$ cat config.mk
export PLATFORM = sky130hd
export DESIGN_NAME = dgc_top
export DESIGN_NICKNAME = d
export VERILOG_FILES = /design/src/design/dgc_pkg.sv /design/src/design/dgc_filter.sv /design/src/design/dgc_top.sv
export SDC_FILE = /design/constraint.sdc
export NUM_CORES = 1
export LEC_CHECK = 0
export BUFFER_PORTS_ARGS = -buffer_cell sky130_fd_sc_hd__buf_2
export CAP_MARGIN = 5
export CORE_MARGIN = 5
export CORE_UTILIZATION = 62
export CTS_CLUSTER_SIZE = 28
export DETAILED_ROUTE_END_ITERATION = 7
export GPL_ROUTABILITY_DRIVEN = 0
export GPL_TIMING_DRIVEN = 1
export MAX_ROUTING_LAYER = met4
export PLACE_DENSITY = 0.82
export SKIP_LAST_GASP = 1
export SLEW_MARGIN = 10
export SYNTH_ARGS = -nofsm -noshare
export SYNTH_HDL_FRONTEND = slang
export SYNTH_SLANG_ARGS = --single-unit
$ cat constraint.sdc
create_clock -name clk_sys -period 12.9 [get_ports clk_sys]
set_clock_uncertainty 0.1 [all_clocks]
set_input_delay 1.935 -clock clk_sys [delete_from_list [all_inputs] [get_ports clk_sys]]
set_output_delay 1.935 -clock clk_sys [all_outputs]
set_load 0.005 [all_outputs]
$ cat src/design/dgc_pkg.sv
// Purpose: shared constants and types for the dual input event/gate counter
// Assumes: 40 MHz system clock
// Notes:   register offsets are byte addresses on the module register port
package dgc_pkg;

   // ----------------------------------------------------------------------
   // clocking and timing
   // ----------------------------------------------------------------------
   localparam longint CLK_HZ        = 40_000_000;
   localparam int     SAMPLE_US     = 200;
   localparam int     SAMPLE_CYC    = int'((SAMPLE_US * CLK_HZ) / 1_000_000);
   localparam int     FILT_UNIT_US  = 100;
   localparam int     FILT_STEP_I   = SAMPLE_US / FILT_UNIT_US;
   localparam logic [7:0] FILT_STEP = 8'(FILT_STEP_I);
   localparam logic [7:0] FILT_MAX  = 8'h00_FA;
   localparam int     GATE_FRAC     = 24;

   // ----------------------------------------------------------------------
   // register offsets
   // ----------------------------------------------------------------------
   localparam logic [7:0] OFS_INPUT_LEVELS   = 8'h00;
   localparam logic [7:0] OFS_FIRST_COUNT    = 8'h04;
   localparam logic [7:0] OFS_SECOND_COUNT   = 8'h06;
   localparam logic [7:0] OFS_FILTER_TIME    = 8'h12;
   localparam logic [7:0] OFS_FIRST_SETUP    = 8'h14;
   localparam logic [7:0] OFS_SECOND_SETUP   = 8'h16;
   localparam logic [7:0] OFS_LATCHED_RISE   = 8'h1A;
   localparam logic [7:0] OFS_LATCH_ACK      = 8'h1C;

   // ----------------------------------------------------------------------
   // field positions and reset values
   // ----------------------------------------------------------------------
   localparam int SETUP_SEL_LSB  = 0;
   localparam int SETUP_SEL_MSB  = 3;
   localparam int SETUP_CLR_BIT  = 5;
   localparam int SETUP_MODE_LSB = 6;
   localparam int SETUP_MODE_MSB = 7;
   localparam logic [7:0]  RST_BYTE    = 8'h00;
   localparam logic [15:0] RST_COUNT   = 16'h0000;
   localparam logic [15:0] GATE_OVFL   = 16'hFFFF;
   localparam logic [1:0]  MODE_EVENT  = 2'h0;
   localparam logic [1:0]  MODE_GATE   = 2'h1;
   localparam logic [3:0]  SEL_SW_EVT  = 4'h1;
   localparam logic [7:0]  ANALOG_SLOTS = 8'h01;

   // ----------------------------------------------------------------------
   // gate clock phase steps, fraction of GATE_FRAC bits per system clock
   // ----------------------------------------------------------------------
   localparam logic [25:0] STEP_48M  = 26'((64'd48_000_000 << GATE_FRAC) / CLK_HZ);
   localparam logic [25:0] STEP_24M  = 26'((64'd24_000_000 << GATE_FRAC) / CLK_HZ);
   localparam logic [25:0] STEP_12M  = 26'((64'd12_000_000 << GATE_FRAC) / CLK_HZ);
   localparam logic [25:0] STEP_6M   = 26'((64'd6_000_000 << GATE_FRAC) / CLK_HZ);
   localparam logic [25:0] STEP_3M   = 26'((64'd3_000_000 << GATE_FRAC) / CLK_HZ);
   localparam logic [25:0] STEP_1M5  = 26'((64'd1_500_000 << GATE_FRAC) / CLK_HZ);
   localparam logic [25:0] STEP_750K = 26'((64'd750_000 << GATE_FRAC) / CLK_HZ);
   localparam logic [25:0] STEP_375K = 26'((64'd375_000 << GATE_FRAC) / CLK_HZ);
   localparam logic [25:0] STEP_188K =
      26'((64'd375_000 << (GATE_FRAC - 1)) / CLK_HZ);

   // ----------------------------------------------------------------------
   // types
   // ----------------------------------------------------------------------
   typedef struct packed {
      logic        rd;
      logic        wr;
      logic [7:0]  addr;
      logic [15:0] wdata;
   } dgc_req_s;

   typedef struct packed {
      logic        valid;
      logic [15:0] rdata;
   } dgc_rsp_s;

   typedef enum logic [0:0] {
      GATE_IDLE = 1'b0,
      GATE_RUN  = 1'b1
   } dgc_gate_e;

   // clock select code to phase step; unlisted codes run at 48 MHz
   function automatic logic [25:0] gate_step(input logic [3:0] sel);
      unique case (sel)
         4'h1:    gate_step = STEP_3M;
         4'h2:    gate_step = STEP_188K;
         4'h3:    gate_step = STEP_24M;
         4'h4:    gate_step = STEP_12M;
         4'h5:    gate_step = STEP_6M;
         4'h6:    gate_step = STEP_1M5;
         4'h7:    gate_step = STEP_750K;
         4'h8:    gate_step = STEP_375K;
         default: gate_step = STEP_48M;
      endcase
   endfunction

   function automatic logic [7:0] clamp_filter(input logic [7:0] v);
      clamp_filter = (v > FILT_MAX) ? FILT_MAX : v;
   endfunction

   function automatic logic [15:0] sat_add(input logic [15:0] a,
                                           input logic [1:0]  b);
      logic [16:0] s;
      s = {1'b0, a} + {15'h0000, b};
      sat_add = s[16] ? GATE_OVFL : s[15:0];
   endfunction

endpackage

$ cat src/design/dgc_filter.sv
// Purpose: input synchroniser and software debounce for one input
// Assumes: sample_tick pulses once per sampling period
// Notes:   filter setting already clamped by the caller
`timescale 1ns/1ps
module dgc_filter
   import dgc_pkg::*;
(
   input  wire logic       clk_sys,
   input  wire logic       rst_b,
   input  wire logic       pin_raw,
   input  wire logic       sample_tick,
   input  wire logic [7:0] filt_set,
   output logic            level_sync,
   output logic            level_filt
);

   logic       meta_q;
   logic [7:0] run_q;

   // --------------------------------------------------------------------
   // two stage synchroniser
   // --------------------------------------------------------------------
   always_ff @(posedge clk_sys) begin
      if (!rst_b) begin
         meta_q     <= 1'b0;
         level_sync <= 1'b0;
      end else begin
         meta_q     <= pin_raw;
         level_sync <= meta_q;
      end
   end

   // --------------------------------------------------------------------
   // debounce: new level accepted only after it held for filt_set units
   // --------------------------------------------------------------------
   always_ff @(posedge clk_sys) begin
      if (!rst_b) begin
         run_q      <= RST_BYTE;
         level_filt <= 1'b0;
      end else if (filt_set == RST_BYTE) begin
         run_q      <= RST_BYTE;
         level_filt <= level_sync;
      end else if (sample_tick) begin
         if (level_sync == level_filt) begin
            run_q <= RST_BYTE;
         end else if (run_q >= filt_set) begin
            run_q      <= RST_BYTE;
            level_filt <= level_sync;
         end else begin
            run_q <= 8'(run_q + FILT_STEP);
         end
      end
   end

endmodule

$ cat src/design/dgc_top.sv
// Purpose: two-input event counter, gate measurement, filter and latches
// Assumes: req and net_cycle come from bus controller logic on clk_sys
// Notes:   read answers appear one clock after the read request
`timescale 1ns/1ps
module dgc_top
   import dgc_pkg::*;
#(
   parameter int SAMPLE_CYCLES = SAMPLE_CYC,
   parameter int CNT_W         = 16
)(
   input  wire logic             clk_sys,
   input  wire logic             rst_b,
   input  wire logic [1:0]       pin_in,
   input  wire logic             net_cycle,
   input  wire dgc_req_s         req,
   output dgc_rsp_s              rsp,
   output logic [31:0]           can_object,
   output logic [7:0]            analog_slots,
   output logic [1:0]            led_input
);

   logic [15:0]      tick_cnt_q;
   logic             sample_tick_q;
   logic [7:0]       filt_time_q;
   logic [7:0]       setup_q [2];
   logic [1:0]       ack_q;
   logic [1:0]       lvl_sync;
   logic [1:0]       lvl_filt;
   logic [1:0]       sync_prev_q;
   logic [1:0]       filt_prev_q;
   logic [1:0]       latch_q;
   logic [CNT_W-1:0] cnt_q [2];
   logic [1:0]       snap_raw_q;
   logic [1:0]       snap_filt_q;
   logic [1:0]       snap_latch_q;
   logic [1:0]       level_rep;
   logic [CNT_W-1:0] snap_cnt_q [2];
   dgc_gate_e        gate_q;
   logic [15:0]      gate_cnt_q;
   logic [GATE_FRAC-1:0] gate_acc_q;
   logic [1:0]       gate_en;
   logic             gate_ch;
   logic             gate_rise;
   logic             gate_fall;
   logic [1:0]       clr_pulse;
   logic [1:0]       evt_edge;
   logic [GATE_FRAC+1:0] gate_sum;

   // ----------------------------------------------------------------------
   // setup field decode and edge detect
   // ----------------------------------------------------------------------
   function automatic logic [3:0] sel_of(input logic [7:0] setup);
      sel_of = setup[SETUP_SEL_MSB:SETUP_SEL_LSB];
   endfunction

   function automatic logic [1:0] mode_of(input logic [7:0] setup);
      mode_of = setup[SETUP_MODE_MSB:SETUP_MODE_LSB];
   endfunction

   function automatic logic edge_up(input logic now, input logic was);
      edge_up = now && !was;
   endfunction

   // ----------------------------------------------------------------------
   // sampling grid and input filters
   // ----------------------------------------------------------------------
   always_ff @(posedge clk_sys) begin
      if (!rst_b) begin
         tick_cnt_q    <= 16'h0000;
         sample_tick_q <= 1'b0;
      end else if (tick_cnt_q == 16'(SAMPLE_CYCLES - 1)) begin
         tick_cnt_q    <= 16'h0000;
         sample_tick_q <= 1'b1;
      end else begin
         tick_cnt_q    <= 16'(tick_cnt_q + 16'h0001);
         sample_tick_q <= 1'b0;
      end
   end

   for (genvar i = 0; i < 2; i++) begin : g_in
      dgc_filter u_filter (
         .clk_sys     (clk_sys),
         .rst_b       (rst_b),
         .pin_raw     (pin_in[i]),
         .sample_tick (sample_tick_q),
         .filt_set    (clamp_filter(filt_time_q)),
         .level_sync  (lvl_sync[i]),
         .level_filt  (lvl_filt[i])
      );
   end

   always_ff @(posedge clk_sys) begin
      if (!rst_b) begin
         sync_prev_q <= 2'h0;
         filt_prev_q <= 2'h0;
      end else begin
         sync_prev_q <= lvl_sync;
         filt_prev_q <= lvl_filt;
      end
   end

   always_ff @(posedge clk_sys) begin
      if (!rst_b) begin
         led_input <= 2'h0;
      end else begin
         led_input <= lvl_sync;
      end
   end

   // ----------------------------------------------------------------------
   // configuration writes
   // ----------------------------------------------------------------------
   always_ff @(posedge clk_sys) begin
      if (!rst_b) begin
         filt_time_q <= RST_BYTE;
         setup_q[0]  <= RST_BYTE;
         setup_q[1]  <= RST_BYTE;
         ack_q       <= 2'h0;
      end else if (req.wr) begin
         unique case (req.addr)
            OFS_FILTER_TIME: filt_time_q <= req.wdata[7:0];
            OFS_FIRST_SETUP: setup_q[0]  <= req.wdata[7:0];
            OFS_SECOND_SETUP: setup_q[1] <= req.wdata[7:0];
            OFS_LATCH_ACK:   ack_q       <= req.wdata[1:0];
            default: ;
         endcase
      end
   end

   always_comb begin
      clr_pulse[0] = req.wr && req.addr == OFS_FIRST_SETUP
                     && req.wdata[SETUP_CLR_BIT]
                     && !setup_q[0][SETUP_CLR_BIT];
      clr_pulse[1] = req.wr && req.addr == OFS_SECOND_SETUP
                     && req.wdata[SETUP_CLR_BIT]
                     && !setup_q[1][SETUP_CLR_BIT];
   end

   // ----------------------------------------------------------------------
   // mode decode; channel one wins if both ask for gate mode
   // ----------------------------------------------------------------------
   always_comb begin
      gate_en[0] = mode_of(setup_q[0]) == MODE_GATE;
      gate_en[1] = mode_of(setup_q[1]) == MODE_GATE
                   && !gate_en[0];
      gate_ch    = gate_en[1];
      gate_rise  = (gate_en != 2'h0)
                   && edge_up(lvl_sync[gate_ch], sync_prev_q[gate_ch]);
      gate_fall  = (gate_en != 2'h0)
                   && edge_up(sync_prev_q[gate_ch], lvl_sync[gate_ch]);
      for (int i = 0; i < 2; i++) begin
         if (sel_of(setup_q[i]) == SEL_SW_EVT) begin
            evt_edge[i] = edge_up(lvl_filt[i], filt_prev_q[i]);
         end else begin
            evt_edge[i] = edge_up(lvl_sync[i], sync_prev_q[i]);
         end
      end
      gate_sum = {2'b00, gate_acc_q} + gate_step(sel_of(setup_q[gate_ch]));
   end

   // ----------------------------------------------------------------------
   // gate measurement timebase
   // ----------------------------------------------------------------------
   always_ff @(posedge clk_sys) begin
      if (!rst_b) begin
         gate_q     <= GATE_IDLE;
         gate_cnt_q <= RST_COUNT;
         gate_acc_q <= '0;
      end else if (gate_en == 2'h0) begin
         gate_q <= GATE_IDLE;
      end else begin
         unique case (gate_q)
            GATE_IDLE: begin
               if (gate_rise) begin
                  gate_q     <= GATE_RUN;
                  gate_cnt_q <= RST_COUNT;
                  gate_acc_q <= '0;
               end
            end
            GATE_RUN: begin
               gate_acc_q <= gate_sum[GATE_FRAC-1:0];
               gate_cnt_q <= sat_add(gate_cnt_q,
                                     gate_sum[GATE_FRAC+1:GATE_FRAC]);
               if (gate_fall) begin
                  gate_q <= GATE_IDLE;
               end
            end
         endcase
      end
   end

   // ----------------------------------------------------------------------
   // counters
   // ----------------------------------------------------------------------
   for (genvar i = 0; i < 2; i++) begin : g_cnt
      always_ff @(posedge clk_sys) begin
         if (!rst_b) begin
            cnt_q[i] <= RST_COUNT;
         end else if (clr_pulse[i]) begin
            cnt_q[i] <= RST_COUNT;
         end else if (gate_en[i]) begin
            if (gate_q == GATE_RUN && gate_fall) begin
               cnt_q[i] <= gate_cnt_q;
            end
         end else if (evt_edge[i]) begin
            cnt_q[i] <= CNT_W'(cnt_q[i] + 1'b1);
         end
      end
   end

   // ----------------------------------------------------------------------
   // rise latches, acknowledge dominant
   // ----------------------------------------------------------------------
   always_ff @(posedge clk_sys) begin
      if (!rst_b) begin
         latch_q <= 2'h0;
      end else begin
         latch_q <= ~ack_q & (latch_q | (lvl_filt & ~filt_prev_q));
      end
   end

   // ----------------------------------------------------------------------
   // network cycle snapshot
   // ----------------------------------------------------------------------
   always_ff @(posedge clk_sys) begin
      if (!rst_b) begin
         snap_raw_q    <= 2'h0;
         snap_filt_q   <= 2'h0;
         snap_latch_q  <= 2'h0;
         snap_cnt_q[0] <= RST_COUNT;
         snap_cnt_q[1] <= RST_COUNT;
         can_object    <= 32'h0000_0000;
      end else if (net_cycle) begin
         snap_raw_q    <= lvl_sync;
         snap_filt_q   <= lvl_filt;
         snap_latch_q  <= latch_q;
         snap_cnt_q[0] <= cnt_q[0];
         snap_cnt_q[1] <= cnt_q[1];
         can_object    <= {cnt_q[1], cnt_q[0]};
      end
   end

   // with filtering on the host sees the debounced level
   always_comb begin
      level_rep = (filt_time_q == RST_BYTE)
                  ? snap_raw_q
                  : snap_filt_q;
   end

   // ----------------------------------------------------------------------
   // read port
   // ----------------------------------------------------------------------
   always_ff @(posedge clk_sys) begin
      if (!rst_b) begin
         rsp <= '0;
      end else begin
         rsp.valid <= req.rd;
         rsp.rdata <= 16'h0000;
         if (req.rd) begin
            unique case (req.addr)
               OFS_INPUT_LEVELS: rsp.rdata <= {14'h0000, level_rep};
               OFS_FIRST_COUNT:  rsp.rdata <= snap_cnt_q[0];
               OFS_SECOND_COUNT: rsp.rdata <= snap_cnt_q[1];
               OFS_LATCHED_RISE: rsp.rdata <= {14'h0000, snap_latch_q};
               default:          rsp.rdata <= 16'h0000;
            endcase
         end
      end
   end

   always_ff @(posedge clk_sys) begin
      if (!rst_b) begin
         analog_slots <= RST_BYTE;
      end else begin
         analog_slots <= ANALOG_SLOTS;
      end
   end

endmodule

## After elaboration in Yosys (flattened, before gate mapping)

Memories as Yosys holds them, arrays and structs flattened.
Cells that the tools add are included.

- Reductions and logical operators: 42
- Equal/unequal tests: 17
- Magnitude comparators: 4
- Muxes and demuxes: 78
- Bitwise operators: 18
- $add $sub $neg: 7

Operators by type and width:

| operator | number |
|---|---|
| $mux W16 | 10 |
| $pmux W16 S4 | 1 |
| $mux W8 | 7 |
| $mux W1 | 55 |
| $add A16 B1 Y16 const B | 3 |
| $pmux W24 S2 | 1 |
| $eq A8 B5 Y1 const B | 5 |
| $pmux W16 S2 | 1 |
| $add A24 B26 Y26 | 1 |
| $logic_not A8 Y1 | 3 |
| $mux W24 | 1 |
| $add A16 B2 Y17 | 1 |
| $add A8 B2 Y8 const B | 2 |
| $eq A16 B13 Y1 const B | 1 |
| $eq A8 B3 Y1 const B | 2 |
| $ge A8 B8 Y1 | 2 |
| $logic_and A1 B1 Y1 | 16 |
| $or A1 B1 Y1 | 10 |
| $logic_not A1 Y1 | 9 |
| $eq A4 B1 Y1 const B | 2 |
| $gt A8 B8 Y1 const B | 1 |
| $reduce_and A2 Y1 | 4 |
| $reduce_bool A2 Y1 | 4 |
| $reduce_and A3 Y1 | 2 |
| other kinds (13) | 22 |

- Logic and storage cells: 195
- Bits of input ports: 31
- Memories kept: 4
- Bits in writable memories: 80
- Memory bits (read-only): 400
- Register bits: 159
- Output and inout bits: 59

Memories:

| memory | depth | bits a word | read ports | clocked after Yosys merged registers in | write ports | line | text |
|---|---|---|---|---|---|---|---|
| (no name shown) | 16 | 25 | 1 | 0 | 0 | dgc_pkg.sv:82 | `unique case (sel)` |
| cnt_q | 2 | 16 | 2 | 0 | 2 | dgc_top.sv:32 | `logic [CNT_W-1:0] cnt_q [2];` |
| snap_cnt_q | 2 | 16 | 2 | 0 | 2 | dgc_top.sv:37 | `logic [CNT_W-1:0] snap_cnt_q [2];` |
| setup_q | 2 | 8 | 3 | 0 | 2 | dgc_top.sv:25 | `logic [7:0] setup_q [2];` |

## Longest topological paths before layout

Gate-level depths: netlist of run 1.
An unclocked memory read counts as a cell.

- Depth after elaboration: 17
- Gate-level depth with buffers: 23

## By module

From an unflattened synthesis of run 1, not the netlist that was laid out.

- Cells, all modules: 1196
- Area, all modules: 11285.8 um^2

By module, submodules not included:

| module | cells each | times used | area an instance (um^2) | seq. area each (um^2) |
|---|---|---|---|---|
| dgc_top | 1020 | 1 | 9834.4 | 4944.7 |
| dgc_filter | 88 | 2 | 725.7 | 200.2 |

## Least setup slack after synthesis of run 1

OpenSTA, ideal clock, no wires.

- Path kind: reg-to-reg
- From: mem setup_q[0][7]
- To: reg gate_cnt_q[6]
- Period minus slack after synthesis: 5.155 ns
- Stages on the path, launching flop included: 24
- Arrival time: 4.984 ns
- Setup slack: 7.745 ns
- Cell sequence: edfxtp_1 nand2b_1 nand2_4 mux2_2 or2_2 a21oi_2 nor2_1 ha_1 fa_1 a211oi_1 o211ai_1 nand4_1 a31oi_2 a221oi_1 xor2_1 ha_1 fa_1 nand3_2 nor4_2 nand3_2 buf_2 o31ai_1 nand2_1 a21oi_1

RTL lines:

| item | line | text |
|---|---|---|
| start: declaration | dgc_top.sv:25 |  |
| end signal: assignment | dgc_top.sv:182 | `gate_cnt_q <= sat_add(gate_cnt_q,` |
| end: declaration | dgc_top.sv:39 | `logic [15:0] gate_cnt_q;` |

==> summary.txt, run 1 <==
Clock Latency Late Sink: 520 ps
Crit end category: register
Top Ports: 90
Final setup vio count: 0
CTS root buf: clkbuf_16
Vias in the first global route: 8489
Inst Count DP: 1416
Leak: 5.21 nW
Maximum buffer depth of the clock tree: 3
XOR/XNOR Fraction of Synth Area: 4.28%
Worst Hold Path EP: latch_q[0]$_SDFF_PN0_
Worst r2r src: setup_q[1][7]$_DFFE_PP_
Core Region: 18100 um^2
Largest net degree at the start of global routing: 57
Post-layout nets: 1295
Wire per inst: 16.9 um
Clock Sinks: 228
Sw frac: 23.1%
Layout cells sized above 1: 13.5%
Worst-Margin Slew: 1160 ps
Mean Syn Cell Area: 9.94 um^2
Total power: 1.55 mW
CTS buffer count: 25
Routed vias: 8820
Starting DRT DRC Count: 532
R2r setup slk: 6820 ps
CP Max Fanout: 14
Synth cell count leaders: dfxtp_1, nor2_1, edfxtp_1, nand2_1, and3_1
Fin Setup TNS: 0 ps
Port Buffers: 74
PwrDens: 122 nW/um^2
Remaining Overflow, GRT: 0
Psw: 0.358 mW
Worst vdd ir: 0.0845 mV
Initial antenna violation count: 0
RSZ-0062 raised after global routing: false
Top_reg_cell synth: dfxtp_1
Post-DRT Antenna Nets: 0
Largest family of logic cells by synthesized area: simple AND/OR/NAND/NOR gates
First-pass GRT wire length: 41300 um
CTS tree: yes
Worst-path clk slew: 60 ps
PnR worst setup slack: 6820 ps
Combinational fraction of design power: 6.6%
Reg2reg path depth: 23
Number of synthesized flops with an enable pin: 78
Setup CP Type: reg2reg
Seq cells post-synth: 228
N_diodes: 0
Seq pwr share: 50.2%
Routed wire length: 24700 um
Post-cts hold buffer count: 0
Hold Startpoint: ack_q[0]$_SDFFE_PN0P_
Initial cell density of the core: 63.3%
Crit Reg-Reg Endpoint: gate_cnt_q[5]$_SDFFE_PN0P_
Multiplexer area fraction after synthesis: 2.35%
Post-Layout Cell Count: 1462
Synth Area in Simple Gates: 19.5%
Post-CTS Setup Bufs: 0
Compound-Gate Fraction of Synth Area: 18.1%
Sequential share of the synthesized area: 46.7%
Async SR Flop Fraction: 0%
CP Data Required Time: 13250 ps
Hold Violations, Final: 0
CP Launch Type: register
Synth warn: 0
Die H: 146 um
Count leader, synth: dfxtp_1
Cell taking the most area after synthesis: dfxtp_1
Synth unique cells: 92
Minimum clock period: 6080 ps
H-Tree Depth: 1
Pre-CTS setup slack: 6860 ps
Int Pwr: 1.20 mW
Worst Hold Depth: 1
Clock power frac: 43.2%
Via density per instance: 6.03
Ranking of synthesized cells by area: dfxtp_1, edfxtp_1, ha_1, nor2_1, and3_1
Drt pass-1 iters: 5
Min Hold Slack: 321 ps
Synth Cell Area: 11500 um^2
Final period utilization: 47.2%
P&R area growth vs syn: 10.9%
DRC viols: 0
DIE AREA: 21300 um^2
Site Rows: 49
Worst slew margin: 22.3%
Run status: finished, final reports clean
Worst EP arrival: 6440 ps
Max Fclk: 0.164 GHz
Area share of the largest cell type after synthesis: 26.2%
Post-cts sizing count: 0
DIE WIDTH: 146 um
All-layer global routing usage: 23.3%
Max_cap viols: 0
Slew Limit Fails: 0
Dpl hpwl: 17200 um
Hold Path Class: reg2reg
Instance count of the mapped netlist: 1152
Fraction of the mapped netlist area in adder cells: 5.59%
[per-layer routing]
layer  wire, um  part of all wire [%]  track usage (%)
met1      11200                    46             31.2
met2      11600                    47             37.7
met3       1400                   5.7             3.74
met4        399                   1.6             5.41
met5          0                     0                -
[final cells by class]
cell class	instances	area, um^2
Timing Repair Buffer	83	438
Sequential cell	228	5350
Clock inverter	8	81.3
Clock buffer	38	694
Inverter	31	116
Tap cell	229	287
Fill cell	1374	5380
Multi-Input combinational cell	845	5740
[cells in the final DEF, fill, tap and decap left out, types with 10 or more instances in the layout]
cell type / instances
xnor2_1: 28
nand4_1: 11
clkbuf_1: 11
mux2i_1: 21
xor2_1: 28
inv_1: 28
o211ai_1: 12
nor3_1: 16
nor2_1: 99
nor2b_1: 11
or3_1: 12
a22oi_1: 23
o2bb2ai_1: 22
a211oi_1: 10
a21oi_1: 54
nand2_1: 73
and3_1: 57
and2_1: 21
clkbuf_16: 25
a21o_1: 43
edfxtp_1: 78
o21ai_0: 38
dfxtp_1: 150
buf_2: 74
nand2b_1: 16
o2bb2ai_2: 10
ha_1: 48
nand3_1: 50
a31oi_1: 13
[power by group through the flow]
stage,combinational (mW),sequential [mW],clock [mW]
final,0.103,0.780,0.672
after global routing,0.115,0.782,0.712
after CTS,0.102,0.780,0.681
after detailed placement,0.102,0.795,0
after global placement,0.0990,0.794,0
after floorplan,0.0748,0.791,0
[worst max-delay path, cell delays in order (launching register included)]
cell      delay (ps)
edfxtp_1         350
and2b_1          340
nand2_4          150
mux2i_2          460
nand3_1          220
nor2b_1          240
nor2_1            60
buf_4            170
ha_1             210
fa_1             420
a211oi_1         280
o211ai_1         210
nand4_1          190
a31oi_2          160
a221oi_1         310
xor2_1           180
ha_1             200
fa_1             230
nand3_2          160
nor4_2           550
nand3_2          370
o31ai_1          180
a22oi_1          140
nor2_1           110
[logic make-up after synthesis]
| family | after synthesis |
|---|---|
| AOI/OAI and AO/OA | 288 |
| muxes | 26 |
| adders and majority gates | 50 |
| and+or+nand+nor | 418 |
| xor gates and xnor gates | 56 |
| buffers and inverters | 85 |
| other | 1 |
| DFF | 228 |
[sequential cells by signal (all words and copies together), names as in the netlist, 8 cells and up]
name	count
can_object	32
cnt_q	32
snap_cnt_q	32
gate_acc_q	24
rsp	17
gate_cnt_q	16
tick_cnt_q	16
g_in.u_filter.run_q	14
setup_q	14
filt_time_q	8
[per-stage QoR]
stage                     cell area (um^2)  util [%]
after floorplan                      11500         -
after global placement               11900      65.9
after detailed placement             11900      65.9
after CTS                            12700      70.2
after global routing                 12700      70.2
final                                12700      70.2
[worst max-delay path by stage]
stage | start | to | slack (ps) | cells past startpoint
2_1_floorplan | setup_q[0][7]$_DFFE_PP_ | gate_cnt_q[6]$_SDFFE_PN0P_ | 7750 | 23
3_3_place_gp | setup_q[0][7]$_DFFE_PP_ | gate_cnt_q[9]$_SDFFE_PN0P_ | 7030 | 23
3_5_place_dp | setup_q[0][7]$_DFFE_PP_ | gate_cnt_q[11]$_SDFFE_PN0P_ | 6860 | 23
4_1_cts | setup_q[0][7]$_DFFE_PP_ | gate_cnt_q[5]$_SDFFE_PN0P_ | 6830 | 23
5_1_grt | setup_q[1][7]$_DFFE_PP_ | gate_cnt_q[11]$_SDFFE_PN0P_ | 6260 | 23
6_report | setup_q[1][7]$_DFFE_PP_ | gate_cnt_q[5]$_SDFFE_PN0P_ | 6820 | 23
Power figures use the tool's default switching activity.
==> run 2: changes to the inputs <==
--- a/config.mk
+++ b/config.mk
@@ -5,16 +5,17 @@
 export SDC_FILE = /design/constraint.sdc
 export NUM_CORES = 1
 export LEC_CHECK = 0
+export ABC_AREA = 1
 export BUFFER_PORTS_ARGS = -buffer_cell sky130_fd_sc_hd__buf_2
 export CAP_MARGIN = 5
 export CORE_MARGIN = 5
-export CORE_UTILIZATION = 62
+export CORE_UTILIZATION = 55
 export CTS_CLUSTER_SIZE = 28
 export DETAILED_ROUTE_END_ITERATION = 7
 export GPL_ROUTABILITY_DRIVEN = 0
 export GPL_TIMING_DRIVEN = 1
 export MAX_ROUTING_LAYER = met4
-export PLACE_DENSITY = 0.82
+export PLACE_DENSITY = 0.77
 export SKIP_LAST_GASP = 1
 export SLEW_MARGIN = 10
 export SYNTH_ARGS = -nofsm -noshare
==> constraint.sdc (replaced) <==
create_clock -name clk_sys -period 5.2 [get_ports clk_sys]
set_clock_uncertainty 0.1 [all_clocks]
set_input_delay 0.78 -clock clk_sys [delete_from_list [all_inputs] [get_ports clk_sys]]
set_output_delay 0.78 -clock clk_sys [all_outputs]
set_load 0.005 [all_outputs]
==> run 2 against run 1 <==
Effect of this change:
- global-route usage decreased by 0.12 points
- worst hold slack improved by 2.6 ps
- clock power increased to 2.7 times the previous value
- combinational power increased to 2.9 times the previous value
- setup slack got worse by 6300 ps
- utilization decreased by 8.0 points
- largest power group unchanged
==> summary.txt, run 2 <==
Run status: finished, final reports clean
Inst Count DP: 1835 (+30%)
Clock Sinks: 228 (unchanged)
Max_cap viols: 0 (unchanged)
Cell mode on critical path: nand2_2
Storage cell area: 5350 um^2 (unchanged)
Seq cells post-synth: 228 (unchanged)
Remaining Overflow, GRT: 0 (unchanged)
Worst Hold Path EP: g_in[0].u_filter.level_sync$_SDFF_PN0_
Regs by FF count: can_object: 32 flops, cnt_q: 32 flops, snap_cnt_q: 32 flops
Area share of the largest cell type after synthesis: 25.1% (-1.1 points)
Worst EP arrival: 5060 ps (-1380 ps)
Worst-path clk slew: 60 ps (about the same)
Synth warn: 0 (unchanged)
CP Data Required Time: 5530 ps (-7720 ps)
Hold Violations, Final: 0 (unchanged)
Multi-input gate area: 5530 um^2 (-3.7%)
N_diodes: 0 (unchanged)
Final core utilization: 62.3% (-8.0 points)
Worst vdd ir: 0.246 mV (+190%)
Worst Hold Depth: 2 (+1)
Wire per inst: 15.0 um (-11%)
Die H: 157 um (+7.9%)
Reg2reg path depth: 31 (+35%)
CP Launch Type: register
Port Buffers: 74 (unchanged)
Routed vias: 10300 (+17%)
Psw: 0.990 mW (+180%)
Final setup vio count: 0 (unchanged)
CTS root buf: clkbuf_16
Min Hold Slack: 324 ps (+2.64 ps)
Via density per instance: 5.49 (-9.0%)
Initial antenna violation count: 0 (unchanged)
Maximum buffer depth of the clock tree: 3 (unchanged)
H-Tree Depth: 1 (unchanged)
PwrDens: 301 nW/um^2 (+150%)
Dpl hpwl: 20300 um (+18%)
Clock Latency Late Sink: 520 ps (about the same)
Max Fclk: 0.212 GHz (+29%)
Top Ports: 90 (unchanged)
Hold Path Class: reg2reg
Mean Syn Cell Area: 7.94 um^2 (-20%)
Worst-Margin Slew: 1170 ps (+6.48 ps)
Leak: 5.73 nW (+9.9%)
RSZ-0062 raised after global routing: false
First-pass GRT wire length: 46300 um (+12%)
Most common cell after layout, fill and taps aside: nand2_1
Fillers: 1852 (+35%)
Count leader, synth: nand2_1
CTS tree: yes
Delay-heaviest family, CP: simple AND/OR/NAND/NOR gates
Int Pwr: 3.06 mW (+160%)
CTS buffer count: 25 (unchanged)
Async SR Flop Fraction: 0% (unchanged)
Worst slew margin: 21.7% (-0.62 points)
Hold Startpoint: g_in[0].u_filter.meta_q$_SDFF_PN0_
Slowest library cell on the worst path: edfxtp_1
Site Rows: 54 (+10%)
Seq pwr share: 47.7% (-2.5 points)
R2r setup slk: 480 ps (-6340 ps)
P&R area growth vs syn: 12.6%
DIE AREA: 24800 um^2 (+16%)
Instance count of the mapped netlist: 1506 (+31%)
Combinational fraction of design power: 7.4% (+0.8 points)
Vias in the first global route: 9659 (+14%)
Routed wire length: 28200 um (+14%)
Crit end category: register
Number of synthesized flops with an enable pin: 78 (unchanged)
Slowest stage delay, CP: 380 ps (-170 ps)
Starting DRT DRC Count: 744 (+40%)
Largest net degree at the start of global routing: 69 (+21%)
Synth Cell Area: 12000 um^2 (+4.4%)
Post-Layout Cell Count: 1884 (+29%)
Most frequent cells in the layout: nand2_1, inv_1, dfxtp_1
Final period utilization: 90.9% (+44 points)
Clock power frac: 45.0% (+1.8 points)
Top_reg_cell synth: dfxtp_1
Setup CP Type: reg2reg
DRC viols: 0 (unchanged)
Core Region: 21600 um^2 (+20%)
Post-layout nets: 1666 (+29%)
Synth cell count leaders: nand2_1, inv_1, dfxtp_1, a21oi_1, nor2_1
Crit Reg-Reg Endpoint: gate_cnt_q[11]$_SDFFE_PN0P_
Initial cell density of the core: 55.3% (-8.0 points)
Slew Limit Fails: 0 (unchanged)
CP Max Fanout: 6 (-8)
Ranking of synthesized cells by area: dfxtp_1, edfxtp_1, nand2_1, inv_1, a21oi_1
Cell taking the most area after synthesis: dfxtp_1
All-layer global routing usage: 23.2% (-0.12 points)
Drt pass-1 iters: 5 (unchanged)
Minimum clock period: 4720 ps (-1360 ps)
Worst r2r src: setup_q[0][7]$_DFFE_PP_
DIE WIDTH: 157 um (+7.9%)
Sw frac: 24.4% (+1.4 points)
Synth unique cells: 55 (-40%)
Crit path buffers/inverters: 6 (+5)
Post-DRT Antenna Nets: 0 (unchanged)
Layout cells sized above 1: 14.0% (+0.48 points)
Fin Setup TNS: 0 ps (unchanged)
Sequential share of the synthesized area: 44.7% (-2.0 points)
## run 2: through the flow
stage | power, mW | cell area, um^2 | worst slack [ps]
3_3_place_gp | 2.25 | 12500 | 426
6_report | 4.05 | 13500 | 475
2_1_floorplan | 2.17 | 12000 | 770
3_5_place_dp | 2.25 | 12500 | 336
4_1_cts | 4.08 | 13400 | 282
5_1_grt | 4.21 | 13500 | 2.32
## run 2: power groups by stage
stage | registers [mW] | logic [mW] | clock network [mW]
5_1_grt | 1.93 | 0.335 | 1.94
2_1_floorplan | 1.96 | 0.206 | 0
3_5_place_dp | 1.97 | 0.287 | 0
3_3_place_gp | 1.97 | 0.281 | 0
4_1_cts | 1.93 | 0.290 | 1.86
6_report | 1.93 | 0.298 | 1.82
## run 2: worst reg2reg max path: cells and delay by family (launching register included)
family          cells  cell delay [ps]
buf+inv             6              720
compound gates      5              850
simple gates       16             1630
xor+xnor            1              160
flops               1              380
fa+ha+maj           3              780
## run 2: worst max-delay path by stage
| stage | slack (ps) | cells past startpoint | from | to |
|---|---|---|---|---|
| after floorplan | 770 | 32 | setup_q[1][7]$_DFFE_PP_ | gate_cnt_q[8]$_SDFFE_PN0P_ |
| after global placement | 430 | 31 | setup_q[1][7]$_DFFE_PP_ | gate_cnt_q[9]$_SDFFE_PN0P_ |
| after detailed placement | 340 | 31 | setup_q[1][7]$_DFFE_PP_ | gate_cnt_q[9]$_SDFFE_PN0P_ |
| after CTS | 280 | 31 | setup_q[1][7]$_DFFE_PP_ | gate_cnt_q[9]$_SDFFE_PN0P_ |
| after global routing | 2 | 32 | setup_q[0][7]$_DFFE_PP_ | gate_cnt_q[11]$_SDFFE_PN0P_ |
| final | 480 | 31 | setup_q[0][7]$_DFFE_PP_ | gate_cnt_q[11]$_SDFFE_PN0P_ |
## run 2: cell type report
cell class / count / share of cell area (%)
Multi-Input combinational cell: 1008 / 41.1
Sequential cell: 228 / 39.7
Inverter: 229 / 6.40
Clock buffer: 28 / 5.12
Timing Repair Buffer: 93 / 3.81
Tap cell: 280 / 2.60
Clock inverter: 18 / 1.28
## run 2: cells by family (layout without fill, tap and decap cells)
kind of cell	count (synthesis)	in the layout	synth area share [%]
buffers and inverters	276	368	9.60
AND/OR/NAND/NOR	611	611	22.8
XOR/XNOR	38	38	2.78
flip-flops	228	228	44.7
other	1	7	0.0314
adder cells (fa/ha/maj)	50	50	5.36
AO/OA/AOI/OAI	302	302	14.7
## run 2: timing repair
action	CTS	global route
resized for setup	0	11
hold buffers	0	0
setup endpoints to repair	0	16
buffers inserted	0	3
## run 2: routing by layer
metal | up-vias | part of all wire, % | track usage (%) | routed length (um)
met2 | 349 | 47 | 37.6 | 13300
met5 | - | 0 | - | 0
met3 | 53 | 6.7 | 2.94 | 1900
met4 | 0 | 2.2 | 7.01 | 622
met1 | 4772 | 44 | 30.7 | 12400
li1 | 5169 | - | - | -
